==> src/rtl/dac_level_cfg.svh <==
// Offsets, field positions, reset values and timing of the converter level register group
`ifndef DAC_LEVEL_CFG_SVH
`define DAC_LEVEL_CFG_SVH

// Register offsets
`define OFS_GAIN_TRIM_GROUP_B 8'h0a
`define OFS_GAIN_TRIM_GROUP_A 8'h0b
`define OFS_CONVERTER_POWER_MODE 8'h0d
`define OFS_CABLE_DETECTION 8'h10
`define OFS_PIXEL_READBACK_S_HIGH 8'h12
`define OFS_PIXEL_READBACK_Y_HIGH 8'h13
`define OFS_PIXEL_READBACK_C_HIGH 8'h14
`define OFS_PIXEL_READBACK_LOW_BITS 8'h15
`define OFS_CONTROL_PIN_READBACK 8'h16
`define OFS_DEVICE_SOFT_RESET 8'h17

// Reset values
`define RST_GAIN_TRIM 8'h00
`define RST_CONVERTER_POWER_MODE 8'h00
`define RST_CABLE_DETECTION 8'h00
`define RST_DEVICE_SOFT_RESET 8'h00

// Field positions and masks
`define CABLE_UNCONN_LSB 0
`define CABLE_UNCONN_MSB 1
`define CABLE_AUTO_PD_BIT 4
`define LOW_POWER_MASK 8'h07
`define SOFT_RESET_BIT 1
`define PIX_HIGH_MSB 9
`define PIX_HIGH_LSB 2
`define PIX_LOW_MSB 1
`define PIX_LOW_LSB 0

// Legal gain code ranges: up to max raise, and from max cut upward
`define GAIN_POS_MAX 8'h40
`define GAIN_NEG_MIN 8'hc0

// Soft reset hold time in ns, and cycles at the 20 ns clock
`define SOFT_RESET_HOLD_NS 320
`define CLK_PERIOD_NS 20
`define SOFT_RESET_HOLD_CYCLES ((`SOFT_RESET_HOLD_NS + `CLK_PERIOD_NS - 1) / `CLK_PERIOD_NS)

`endif

==> src/rtl/dac_level_pkg.sv <==
// Types shared by the converter level register group
package dac_level_pkg;

  // Register port request from the host serial port
  typedef struct packed {
    logic [7:0] addr;
    logic [7:0] wdata;
    logic wr;
    logic rd;
  } reg_req_s;

  // Pixel input buses
  typedef struct packed {
    logic [9:0] s;
    logic [9:0] y;
    logic [9:0] c;
  } pixel_bus_s;

  // Sync, blank and flag pins, packed in readback bit order 5..0
  typedef struct packed {
    logic field_or_serial_out_pin;
    logic s_hsync;
    logic s_vsync;
    logic p_hsync;
    logic p_vsync;
    logic p_blank;
  } ctrl_pins_s;

  typedef enum logic [1:0] {
    SR_IDLE = 2'b00,
    SR_HOLD = 2'b01,
    SR_DONE = 2'b10
  } soft_reset_state_e;

endpackage

==> src/rtl/pin_sync.sv <==
// Two-flop synchroniser bank for pin inputs
`timescale 1ns/1ns
module pin_sync #(
  parameter int WIDTH = 1
) (
  // Clock and reset
  input wire logic clk_sys,
  input wire logic nrst,
  // Asynchronous pins in, synchronised levels out
  input wire logic [WIDTH-1:0] d,
  output logic [WIDTH-1:0] q
);

  logic [WIDTH-1:0] meta_r;
  logic [WIDTH-1:0] q_r;

  always_ff @(posedge clk_sys or negedge nrst)
  begin
    if (!nrst)
    begin
      meta_r <= '0;
      q_r <= '0;
    end
    else
    begin
      meta_r <= d;
      q_r <= meta_r;
    end
  end

  assign q = q_r;

endmodule

==> src/rtl/dac_level_power_readback_regs.sv <==
// Converter gain trim, power mode, cable detect, pin readback and soft reset registers
//
// Behaviour
// - Two 8-bit gain trims: group B converters 4-6, group A converters 1-3, reset zero.
// - Positive codes raise output 0.018 percent per step, up to code 0x40.
// - Codes with top two bits set lower output as two's complement.
// - Power bit 0 puts converter one in low power; register resets zero.
// - Power bits 1 and 2 low power for converters two, three; upper bits reserved.
// - Cable bit 0 reads one when converter one unconnected, zero with load.
// - Cable bit 1 same for converter two; writes to status bits ignored.
// - Cable bit 4 set powers down unconnected converters automatically; resets zero.
// - Three read-only registers return bits 9:2 of S, Y and C buses.
// - Low-bits register: C[1:0], Y[1:0], S[1:0] in bits 1:0, 3:2, 5:4.
// - Control readback: blank, vsync, hsync, secondary syncs, flag pin in bits 0-5.
// - Pixel and control readback have no defined reset value; they track pins.
// - Writing one to reset bit resets the device; the bit self-clears.
`timescale 1ns/1ns
`include "dac_level_cfg.svh"
module dac_level_power_readback_regs #(
  parameter int NUM_CONVERTERS = 6,
  parameter int NUM_LOW_POWER = 3,
  parameter int NUM_SENSED = 2,
  parameter int HOLD_CYCLES = `SOFT_RESET_HOLD_CYCLES
) (
  // Clock and reset
  input wire logic clk_sys,
  input wire logic nrst,
  // Register port from the host serial port
  input wire dac_level_pkg::reg_req_s reg_req,
  output logic [7:0] rd_data,
  output logic rd_valid,
  // Pins sampled for readback
  input wire dac_level_pkg::pixel_bus_s pixel_pins,
  input wire dac_level_pkg::ctrl_pins_s ctrl_pins,
  // Load sense from the analog outputs, high when no cable
  input wire logic [NUM_SENSED-1:0] load_absent,
  // Converter controls
  output logic [NUM_CONVERTERS-1:0][7:0] converter_gain,
  output logic [NUM_CONVERTERS-1:0] gain_code_legal,
  output logic [NUM_LOW_POWER-1:0] converter_low_power,
  output logic [NUM_CONVERTERS-1:0] converter_power_down,
  // Device-wide reset request during the soft reset hold, low in the release cycle
  output logic device_reset
);

  localparam int HOLD_W = $clog2(HOLD_CYCLES + 1);
  localparam logic [HOLD_W-1:0] HOLD_LAST = HOLD_W'(HOLD_CYCLES - 1);

  // Synchronised pin levels
  dac_level_pkg::pixel_bus_s pixel_sync;
  dac_level_pkg::ctrl_pins_s ctrl_sync;
  logic [NUM_SENSED-1:0] absent_sync;

  pin_sync #(
    .WIDTH($bits(dac_level_pkg::pixel_bus_s))
  ) u_pixel_sync (
    .clk_sys(clk_sys),
    .nrst(nrst),
    .d(pixel_pins),
    .q(pixel_sync)
  );

  pin_sync #(
    .WIDTH($bits(dac_level_pkg::ctrl_pins_s))
  ) u_ctrl_sync (
    .clk_sys(clk_sys),
    .nrst(nrst),
    .d(ctrl_pins),
    .q(ctrl_sync)
  );

  pin_sync #(
    .WIDTH(NUM_SENSED)
  ) u_absent_sync (
    .clk_sys(clk_sys),
    .nrst(nrst),
    .d(load_absent),
    .q(absent_sync)
  );

  // Writable registers, plus the registered read data and read valid
  logic [7:0] gain_trim_group_b_r;
  logic [7:0] gain_trim_group_b_nxt;
  logic [7:0] gain_trim_group_a_r;
  logic [7:0] gain_trim_group_a_nxt;
  logic [7:0] converter_power_mode_r;
  logic [7:0] converter_power_mode_nxt;
  logic auto_power_down_r;
  logic auto_power_down_nxt;
  logic [7:0] rd_data_r;
  logic [7:0] rd_data_nxt;
  logic rd_valid_r;

  // Soft reset sequencer
  dac_level_pkg::soft_reset_state_e sr_state_r;
  dac_level_pkg::soft_reset_state_e sr_state_nxt;
  logic [HOLD_W-1:0] hold_cnt_r;
  logic [HOLD_W-1:0] hold_cnt_nxt;

  // Address decode
  wire sel_gain_b = reg_req.addr == `OFS_GAIN_TRIM_GROUP_B;
  wire sel_gain_a = reg_req.addr == `OFS_GAIN_TRIM_GROUP_A;
  wire sel_power = reg_req.addr == `OFS_CONVERTER_POWER_MODE;
  wire sel_cable = reg_req.addr == `OFS_CABLE_DETECTION;
  wire sel_pix_s = reg_req.addr == `OFS_PIXEL_READBACK_S_HIGH;
  wire sel_pix_y = reg_req.addr == `OFS_PIXEL_READBACK_Y_HIGH;
  wire sel_pix_c = reg_req.addr == `OFS_PIXEL_READBACK_C_HIGH;
  wire sel_pix_low = reg_req.addr == `OFS_PIXEL_READBACK_LOW_BITS;
  wire sel_ctrl = reg_req.addr == `OFS_CONTROL_PIN_READBACK;
  wire sel_soft_reset = reg_req.addr == `OFS_DEVICE_SOFT_RESET;

  // Writes are refused during the soft reset hold and the release cycle after it
  wire resetting = sr_state_r != dac_level_pkg::SR_IDLE;
  wire wr_ok = reg_req.wr && !resetting;
  wire wr_gain_b = wr_ok && sel_gain_b;
  wire wr_gain_a = wr_ok && sel_gain_a;
  wire wr_power = wr_ok && sel_power;
  wire wr_cable = wr_ok && sel_cable;
  wire wr_soft_reset = wr_ok && sel_soft_reset;
  wire soft_reset_req = wr_soft_reset && reg_req.wdata[`SOFT_RESET_BIT];

  // Register next values; the soft reset forces reset values
  always_comb
  begin
    gain_trim_group_b_nxt = gain_trim_group_b_r;
    gain_trim_group_a_nxt = gain_trim_group_a_r;
    converter_power_mode_nxt = converter_power_mode_r;
    auto_power_down_nxt = auto_power_down_r;
    if (resetting)
    begin
      gain_trim_group_b_nxt = `RST_GAIN_TRIM;
      gain_trim_group_a_nxt = `RST_GAIN_TRIM;
      converter_power_mode_nxt = `RST_CONVERTER_POWER_MODE;
      auto_power_down_nxt = 1'(`RST_CABLE_DETECTION >> `CABLE_AUTO_PD_BIT);
    end
    else
    begin
      if (wr_gain_b)
      begin
        gain_trim_group_b_nxt = reg_req.wdata;
      end
      if (wr_gain_a)
      begin
        gain_trim_group_a_nxt = reg_req.wdata;
      end
      if (wr_power)
      begin
        converter_power_mode_nxt = reg_req.wdata & `LOW_POWER_MASK;
      end
      if (wr_cable)
      begin
        // Status bits are not written, only the auto power-down enable
        auto_power_down_nxt = reg_req.wdata[`CABLE_AUTO_PD_BIT];
      end
    end
  end

  always_ff @(posedge clk_sys or negedge nrst)
  begin
    if (!nrst)
    begin
      gain_trim_group_b_r <= `RST_GAIN_TRIM;
      gain_trim_group_a_r <= `RST_GAIN_TRIM;
      converter_power_mode_r <= `RST_CONVERTER_POWER_MODE;
      auto_power_down_r <= 1'(`RST_CABLE_DETECTION >> `CABLE_AUTO_PD_BIT);
    end
    else
    begin
      gain_trim_group_b_r <= gain_trim_group_b_nxt;
      gain_trim_group_a_r <= gain_trim_group_a_nxt;
      converter_power_mode_r <= converter_power_mode_nxt;
      auto_power_down_r <= auto_power_down_nxt;
    end
  end

  // Soft reset sequencer: hold, then one cycle of release
  always_comb
  begin
    sr_state_nxt = sr_state_r;
    hold_cnt_nxt = hold_cnt_r;
    case (sr_state_r)
      dac_level_pkg::SR_IDLE:
      begin
        if (soft_reset_req)
        begin
          sr_state_nxt = dac_level_pkg::SR_HOLD;
          hold_cnt_nxt = '0;
        end
      end
      dac_level_pkg::SR_HOLD:
      begin
        if (hold_cnt_r == HOLD_LAST)
        begin
          sr_state_nxt = dac_level_pkg::SR_DONE;
        end
        else
        begin
          hold_cnt_nxt = hold_cnt_r + HOLD_W'(1);
        end
      end
      dac_level_pkg::SR_DONE:
      begin
        sr_state_nxt = dac_level_pkg::SR_IDLE;
        hold_cnt_nxt = '0;
      end
      default:
      begin
        sr_state_nxt = dac_level_pkg::SR_IDLE;
        hold_cnt_nxt = '0;
      end
    endcase
  end

  always_ff @(posedge clk_sys or negedge nrst)
  begin
    if (!nrst)
    begin
      sr_state_r <= dac_level_pkg::SR_IDLE;
      hold_cnt_r <= '0;
    end
    else
    begin
      sr_state_r <= sr_state_nxt;
      hold_cnt_r <= hold_cnt_nxt;
    end
  end

  assign device_reset = sr_state_r == dac_level_pkg::SR_HOLD;

  // Read-back fields
  wire [7:0] cable_view;
  wire [7:0] soft_reset_view;
  wire [7:0] pix_s_view;
  wire [7:0] pix_y_view;
  wire [7:0] pix_c_view;
  wire [7:0] pix_low_view;
  wire [7:0] ctrl_view;

  assign cable_view = {3'h0, auto_power_down_r, 2'h0, absent_sync};
  assign soft_reset_view = {6'h00, device_reset, 1'b0};
  assign pix_s_view = pixel_sync.s[`PIX_HIGH_MSB:`PIX_HIGH_LSB];
  assign pix_y_view = pixel_sync.y[`PIX_HIGH_MSB:`PIX_HIGH_LSB];
  assign pix_c_view = pixel_sync.c[`PIX_HIGH_MSB:`PIX_HIGH_LSB];
  assign pix_low_view = {2'h0,
                         pixel_sync.s[`PIX_LOW_MSB:`PIX_LOW_LSB],
                         pixel_sync.y[`PIX_LOW_MSB:`PIX_LOW_LSB],
                         pixel_sync.c[`PIX_LOW_MSB:`PIX_LOW_LSB]};
  assign ctrl_view = {2'h0, ctrl_sync};

  // Read multiplexer, unmapped offsets read zero
  always_comb
  begin
    rd_data_nxt = 8'h00;
    case (1'b1)
      sel_gain_b:
      begin
        rd_data_nxt = gain_trim_group_b_r;
      end
      sel_gain_a:
      begin
        rd_data_nxt = gain_trim_group_a_r;
      end
      sel_power:
      begin
        rd_data_nxt = converter_power_mode_r;
      end
      sel_cable:
      begin
        rd_data_nxt = cable_view;
      end
      sel_pix_s:
      begin
        rd_data_nxt = pix_s_view;
      end
      sel_pix_y:
      begin
        rd_data_nxt = pix_y_view;
      end
      sel_pix_c:
      begin
        rd_data_nxt = pix_c_view;
      end
      sel_pix_low:
      begin
        rd_data_nxt = pix_low_view;
      end
      sel_ctrl:
      begin
        rd_data_nxt = ctrl_view;
      end
      sel_soft_reset:
      begin
        rd_data_nxt = soft_reset_view;
      end
      default:
      begin
        rd_data_nxt = 8'h00;
      end
    endcase
  end

  always_ff @(posedge clk_sys or negedge nrst)
  begin
    if (!nrst)
    begin
      rd_data_r <= 8'h00;
      rd_valid_r <= 1'b0;
    end
    else
    begin
      rd_valid_r <= reg_req.rd;
      if (reg_req.rd)
      begin
        rd_data_r <= rd_data_nxt;
      end
    end
  end

  assign rd_data = rd_data_r;
  assign rd_valid = rd_valid_r;

  // Per-converter gain: converters 1-3 from group A, 4-6 from group B
  genvar gi;
  generate
    for (gi = 0; gi < NUM_CONVERTERS; gi++)
    begin : g_gain
      wire [7:0] code = (gi < NUM_CONVERTERS / 2) ? gain_trim_group_a_r
                                                 : gain_trim_group_b_r;
      // Raise for 0x00..0x40, two's-complement cut for 0xc0..0xff
      wire raise_ok = code <= `GAIN_POS_MAX;
      wire cut_ok = code >= `GAIN_NEG_MIN;
      assign converter_gain[gi] = code;
      // Other codes are undefined; flagged so the analog side can ignore them
      assign gain_code_legal[gi] = raise_ok || cut_ok;
    end
  endgenerate

  // Low power enables for the first converters
  genvar pi;
  generate
    for (pi = 0; pi < NUM_LOW_POWER; pi++)
    begin : g_low_power
      assign converter_low_power[pi] = converter_power_mode_r[pi];
    end
  endgenerate

  // Automatic power-down of sensed converters reported unconnected
  genvar di;
  generate
    for (di = 0; di < NUM_CONVERTERS; di++)
    begin : g_power_down
      if (di < NUM_SENSED)
      begin : g_sensed
        assign converter_power_down[di] = auto_power_down_r && absent_sync[di];
      end
      else
      begin : g_unsensed
        assign converter_power_down[di] = 1'b0;
      end
    end
  endgenerate

endmodule

==> config.mk <==
export PLATFORM = sky130hd
export DESIGN_NAME = dac_level_power_readback_regs
export DESIGN_NICKNAME = d
export VERILOG_FILES = /design/src/rtl/dac_level_pkg.sv /design/src/rtl/pin_sync.sv /design/src/rtl/dac_level_power_readback_regs.sv
export VERILOG_INCLUDE_DIRS = /design/src /design/src/rtl
export SDC_FILE = /design/constraint.sdc
export NUM_CORES = 1
export LEC_CHECK = 0
export ABC_CLOCK_PERIOD_IN_PS = 2980
export BUFFER_PORTS_ARGS = -buffer_cell sky130_fd_sc_hd__buf_4
export CAP_MARGIN = 20
export CORE_MARGIN = 4
export CORE_UTILIZATION = 52
export DETAILED_ROUTE_END_ITERATION = 7
export PLACE_DENSITY = 0.8
export SYNTH_ARGS = -nofsm -noshare
export SYNTH_HDL_FRONTEND = slang
export SYNTH_HIERARCHICAL = 1
export SYNTH_SLANG_ARGS = --single-unit
==> constraint.sdc <==
create_clock -name clk_sys -period 2.98 [get_ports clk_sys]
set_input_delay 0.447 -clock clk_sys [delete_from_list [all_inputs] [get_ports clk_sys]]
set_output_delay 0.447 -clock clk_sys [all_outputs]
set_load 0.005 [all_outputs]
==> results.toml, run 1 <==
[logic_synthesis]
yosys.area.top_type = "dfrtp_1"
synth_ff_type = "dfrtp_1"
ys_types = 46
syn_area_mm2 = 0.00447
yosysWarnings = 6
synth.top_cells.by_count = "dfrtp_1 (112), buf_4 (41), nor2_1 (33)"
synth_area_leaders = "dfrtp_1 (63%), buf_4 (6.9%), mux2i_1 (6.0%)"
ys_seq_area_share_pct = 62.7
netlist_instances = 362
yosys.area.top_type_share_pct = 62.7
syn_area_per_cell_um2 = 12.4
ys_ff_latch = 112
synth_edf_count = 0
async_flop_share_pct = 100
yosysMostFrequentCell = "dfrtp_1"

[floorplanning]
die_area_mm2 = 0.0101
fp.dieH_um = 101
die_w_um = 101
rows = 33
ioPinCount = 131
start_util_pct = 53.9
coreArea_mm2 = 0.00830

[critical_path]
critPathTopFamily = "flip-flops"
path_class = "reg -> out"
critPathCaptureType = "output port"
crit_fanout = 6
crit_required_ns = 2.53
worst_path_max_delay_cell = "dfrtp_1"
rrSetupSlack_ns = 1.24
crit_chain = "nor4_1 -> a21oi_1 -> mux2i_1 -> buf_4"
max_stage_delay_ns = 0.47
start_kind = "register"
crit_buf_inv = 1
critPathArrivalTime_ns = 1.78

[sta]
min_period_over_period_pct = 74.8
finalCriticalPeriod_ns = 2.23
worst_clock_skew_ns = 0.00612
tns_ns = 0
setup_slack_ns = 0.751
setup_viol = 0
hold_ws_ns = 0.102
hold_viol = 0
rsz0062_at_grt = "false"
tightestPinTransition_ns = 0.662
final_max_slew_viol_count = 0
relSlewSlack_pct = 55.9
fmaxAchievable_mhz = 449

[place]
gp_congestion = 0.846
place_inst = 545
dp_hpwl_um = 6950
place_ws_ns = 0.810
portBuffers = 126

[clock_network]
htreeDepth = 3
cts_made_buffers = 9
cts_resized = 0
cts_tree = "done"
hold_buffers = 0
cts_setup_buffers = 0
cts_buffer_depth = 2
clock_sinks = 112
clockRootBuffer = "clkbuf_8"
insertion_delay_ns = 0.37
clkTransAtPathRegs_ns = 0.10

[detailed_routing]
drtIter0Drc = 108
via_count = 2998
ant_nets = 0
drt-total-wl_um = 9300
firstDrtPassIters = 5
detail_route.wl_per_cell_um = 16.6
via_per_inst = 5.34
drc_errors = 0

[global_route]
overflow = 0
grt_pass1_wl_um = 14700
grt_max_degree = 58
grt_pass1_vias = 2969
grt_usage_pct = 18.8
antenna_found_initial = 0

[power]
powerDensity_mw_per_mm2 = 534
p_leak_nw = 2.76
irDropWorstVdd_mv = 0.519

[run]
max-cap-violations = 0

[finish]
drive_above_1_share_pct = 35.1
layout.nets = 511
syn_to_final_growth_pct = 20.5
final_cells = 561
diodes = 0
fillers = 599

[worst_hold_path]
hp-class = "in -> async"

[outcome]
status = "complete, no violations"
report_power, final:
part	switching (W)	internal, W	total, W
sequential	0.0000706	0.00162	0.00169
clock	0.000499	0.000318	0.000817
combinational	0.000183	0.000187	0.000370
cell usage in the layout (no fill, tap or decap), types with 2 or more instances in the layout:
cell type | netlist | layout
nand3_1 | 7 | 7
buf_4 | 41 | 126
clkbuf_8 | 0 | 9
and3_1 | 3 | 3
a221o_1 | 3 | 3
a311oi_1 | 2 | 2
conb_1 | 1 | 4
a211oi_1 | 5 | 5
nand2_1 | 21 | 21
inv_6 | 0 | 2
inv_1 | 9 | 9
o22ai_1 | 3 | 3
dfrtp_1 | 112 | 112
a22oi_1 | 3 | 3
ha_1 | 2 | 2
a221oi_1 | 2 | 2
and2_1 | 3 | 3
or2_2 | 2 | 2
clkinv_4 | 0 | 2
nand4_1 | 2 | 2
mux2i_1 | 27 | 27
nor2_1 | 33 | 33
nor2b_1 | 4 | 4
a21oi_1 | 17 | 17
nor3_1 | 2 | 2
nand2b_1 | 2 | 2
mux2_2 | 11 | 11
a21o_1 | 2 | 2
o21ai_0 | 13 | 13
nor4_1 | 2 | 2
a31oi_1 | 2 | 2
worst reg2reg max path, delay by kind of cell (launching register included):
family,cells,cell delay (ns)
compound gates,2,0.28
simple gates,3,0.48
fa+ha+maj,2,0.50
flops,1,0.43
flip-flops by register name (all words and copies together) (netlist names), 3 cells and up:
register / flops
converter_power_mode_r: 3
rd_data: 8
u_pixel_sync/q: 30
u_pixel_sync/meta_r: 30
u_ctrl_sync/q: 6
g_gain.code: 16
u_ctrl_sync/meta_r: 6
hold_cnt_r: 5
final cells by class:
type / count / area [um2] / area share, %
Inverter: 9 / 33.8 / 0.627
Clock inverter: 6 / 51.3 / 0.952
Clock buffer: 10 / 128 / 2.37
Multi-Input combinational cell: 192 / 1280 / 23.7
Timing Repair Buffer: 127 / 966 / 17.9
Sequential cell: 112 / 2800 / 52.0
Tap cell: 105 / 131 / 2.44
routing by layer:
layer | share of wire (%) | GRT usage [%] | up-vias
li1 | - | - | 1373
met1 | 40 | 24.2 | 1463
met2 | 48 | 31.6 | 149
met3 | 9.7 | 4.36 | 13
met4 | 1.7 | 6.22 | 0
met5 | 0 | 0 | -
stage by stage:
step | cell area (um2) | power, W | util [%]
3_5_place_dp | 5210 | 0.00209 | 62.8
3_3_place_gp | 5210 | 0.00207 | 62.8
5_1_grt | 5390 | 0.00302 | 64.9
6_report | 5390 | 0.00288 | 64.9
4_1_cts | 5390 | 0.00290 | 64.9
2_1_floorplan | 4480 | 0.00191 | -
final timing paths:
kind,cells past startpoint,from,endpoint
max in group asynchronous,2,nrst,g_gain[3].code[6]
setup / recovery,4,g_gain[0].code[0],gain_code_legal[0]
setup reg to reg,7,hold_cnt_r[0],hold_cnt_r[3]
min in group clk_sys,1,pixel_pins[22],u_pixel_sync/meta_r[22]
hold reg to reg,0,u_pixel_sync/meta_r[6],u_pixel_sync/q[6]
hold / removal,1,nrst,u_ctrl_sync/meta_r[2]
kinds of logic (layout without fill, tap and decap cells):
family	count (synthesis)	in the layout	share of synthesized area [%]
AO/OA/AOI/OAI	59	59	8.95
adder cells (fa/ha/maj)	2	2	0.559
buffers and inverters	61	152	9.03
flip-flops	112	112	62.7
multiplexers	38	38	8.81
other	1	4	0.0838
AND/OR/NAND/NOR	89	89	9.90
Note: power is estimated with default switching activity, not from simulation.
==> run 2, diff against run 1 <==
ABC_CLOCK_PERIOD_IN_PS = 1850   (was 2980)
CORE_UTILIZATION = 46   (was 52)
PLACE_DENSITY = 0.75   (was 0.8)
clock period = 1.85 ns   (was 2.98 ns; I/O delays follow)
==> run 2 against run 1 <==
Net effect: setup slack lost 0.75 ns; via count grew 6.1%; clock skew increased by 0.0036 ns; global-route usage is 1.4 points lower; sequential cell count is the same; sequential share of layout area shrank 4.1 points; critical path depth is the same; critical endpoint unchanged; hold slack lost 0.085 ns; clock power rose by 59%; first-iteration DRC count up 73%; highest routed layer unchanged; non-clock buffer count rose by 44; utilization shrank 2.4 points.
==> results.toml, run 2 (synthesis results as in run 1) <==
[place]
dp_hpwl_um = 7090
place_ws_ns = 0.0234
gp_congestion = 0.876
place_area_mm2 = 0.00533
portBuffers = 126

[critical_path]
start_kind = "register"
path_class = "reg -> out"
critPathArrivalTime_ns = 1.57
crit_required_ns = 1.57
crit_fanout = 3
critPathCaptureType = "output port"

[detailed_routing]
wl_met3_um = 840
drtIter0Drc = 187
detail_route.wl_per_cell_um = 15.9
via_count = 3181
drt-total-wl_um = 9990
drc_errors = 0
top_layer = "met4"
dr_wl_met2_um = 4850
firstDrtPassIters = 4
via_per_inst = 5.07
ant_nets = 0
drt-met1-wl_um = 4180

[sta]
min_period_over_period_pct = 99.8
hold_ws_ns = 0.0169
rsz0062_at_grt = "true"
fmaxAchievable_mhz = 542
final_max_slew_viol_count = 0
hold_viol = 0
worst_clock_skew_ns = 0.00972
relSlewSlack_pct = 62.6
finalCriticalPeriod_ns = 1.85
setup_slack_ns = 0.00342
tightestPinTransition_ns = 0.561
setup_viol = 0

[clock_network]
clock_sinks = 112
cts_tree = "done"
clockRootBuffer = "clkbuf_8"
cts_made_buffers = 9
htreeDepth = 3
insertion_delay_ns = 0.36
cts_buffer_depth = 2
clkTransAtPathRegs_ns = 0.10

[finish]
register_area_mm2 = 0.00281
layout_commonest_cell = "buf_4"
syn_to_final_growth_pct = 31.0
multiInputGateArea_mm2 = 0.00132
post-route-util_pct = 62.6
drive_above_1_share_pct = 36.7
stdcell_area_mm2 = 0.00586
diodes = 0
mostFrequentLayoutCells = "buf_4 (141), dfrtp_1 (108), nor2_1 (32)"
layout.nets = 555
fillers = 735

[floorplanning]
rows = 35
fp.dieH_um = 107
coreArea_mm2 = 0.00937
start_util_pct = 47.7
die_w_um = 107
ioPinCount = 131
die_area_mm2 = 0.0114

[run]
max-cap-violations = 0

[power]
powerDensity_mw_per_mm2 = 804
total_power_w = 0.00471
irDropWorstVdd_mv = 0.527
p_leak_nw = 2.96

[worst_hold_path]
hp-class = "in -> reg"

[global_route]
overflow = 0
grt_usage_pct = 17.5
antenna_found_initial = 0
grt_pass1_vias = 3047
grt_pass1_wl_um = 15500
grt_max_degree = 113

[outcome]
status = "complete, no violations"
run 2: cell types whose count changed in the layout (fill, tap and decap cells not counted), sizes merged:
cell,previous run,this run
clkbuf,10,12
inv,12,11
dlygate4sd3,0,29
buf,127,142
clkinv,3,0
clkinvlp,0,1
run 2: metrics by stage:
stage / instances / TNS (ns)
detailed placement: 581 / 0
global placement: 581 / 0
global route: 628 / -0.565
CTS: 612 / -0.456
finish: 628 / 0
floorplan: 365 / 0
run 2: final timing paths:
| kind | slack (ns) | start | cells past startpoint | endpoint |
|---|---|---|---|---|
| max in group asynchronous | 0.92 | nrst | 3 | u_ctrl_sync/meta_r[0] |
| setup / recovery | 0.003 | g_gain[0].code[0] | 4 | gain_code_legal[0] |
| setup reg to reg | 0.15 | hold_cnt_r[0] | 7 | hold_cnt_r[3] |
| hold reg to reg | 0.35 | u_pixel_sync/meta_r[26] | 0 | u_pixel_sync/q[26] |
| min in group asynchronous | 0.52 | nrst | 3 | u_absent_sync/q[1] |
| hold / removal | 0.02 | pixel_pins[22] | 1 | u_pixel_sync/meta_r[22] |
run 2: timing repair:
action | in CTS | in global routing
endpoints found under the hold margin | 31 | 16
setup buffers | 3 | 0
gates resized for setup | 8 | 4
hold buffers | 13 | 16
pin swaps | 3 | 4
setup endpoints to repair | 6 | 9
run 2: layout make-up:
| class | count | area share [%] |
|---|---|---|
| sequential | 112 | 47.9 |
| multi-input combinational | 192 | 22.5 |
| inverter | 9 | 0.576 |
| timing repair buffer | 171 | 23.4 |
| clock inverter | 3 | 0.427 |
| tap | 129 | 2.75 |
| clock buffer | 12 | 2.48 |
run 2: layer usage:
metal,track usage [%],up-vias
met5,0,-
met3,4.33,12
met1,23.4,1553
met4,4.93,0
li1,-,1464
met2,28.5,152
run 2: critical path, cell delays in order (launching register included):
cell,delay (ns)
dfrtp_2,0.44
nor4_4,0.30
a21oi_2,0.09
mux2i_2,0.21
buf_4,0.16
run 2: where the power goes:
group	internal, W	switching [W]
logic	0.000368	0.000322
clock network	0.000532	0.000773
registers	0.00261	0.000106
total	0.00351	0.00120
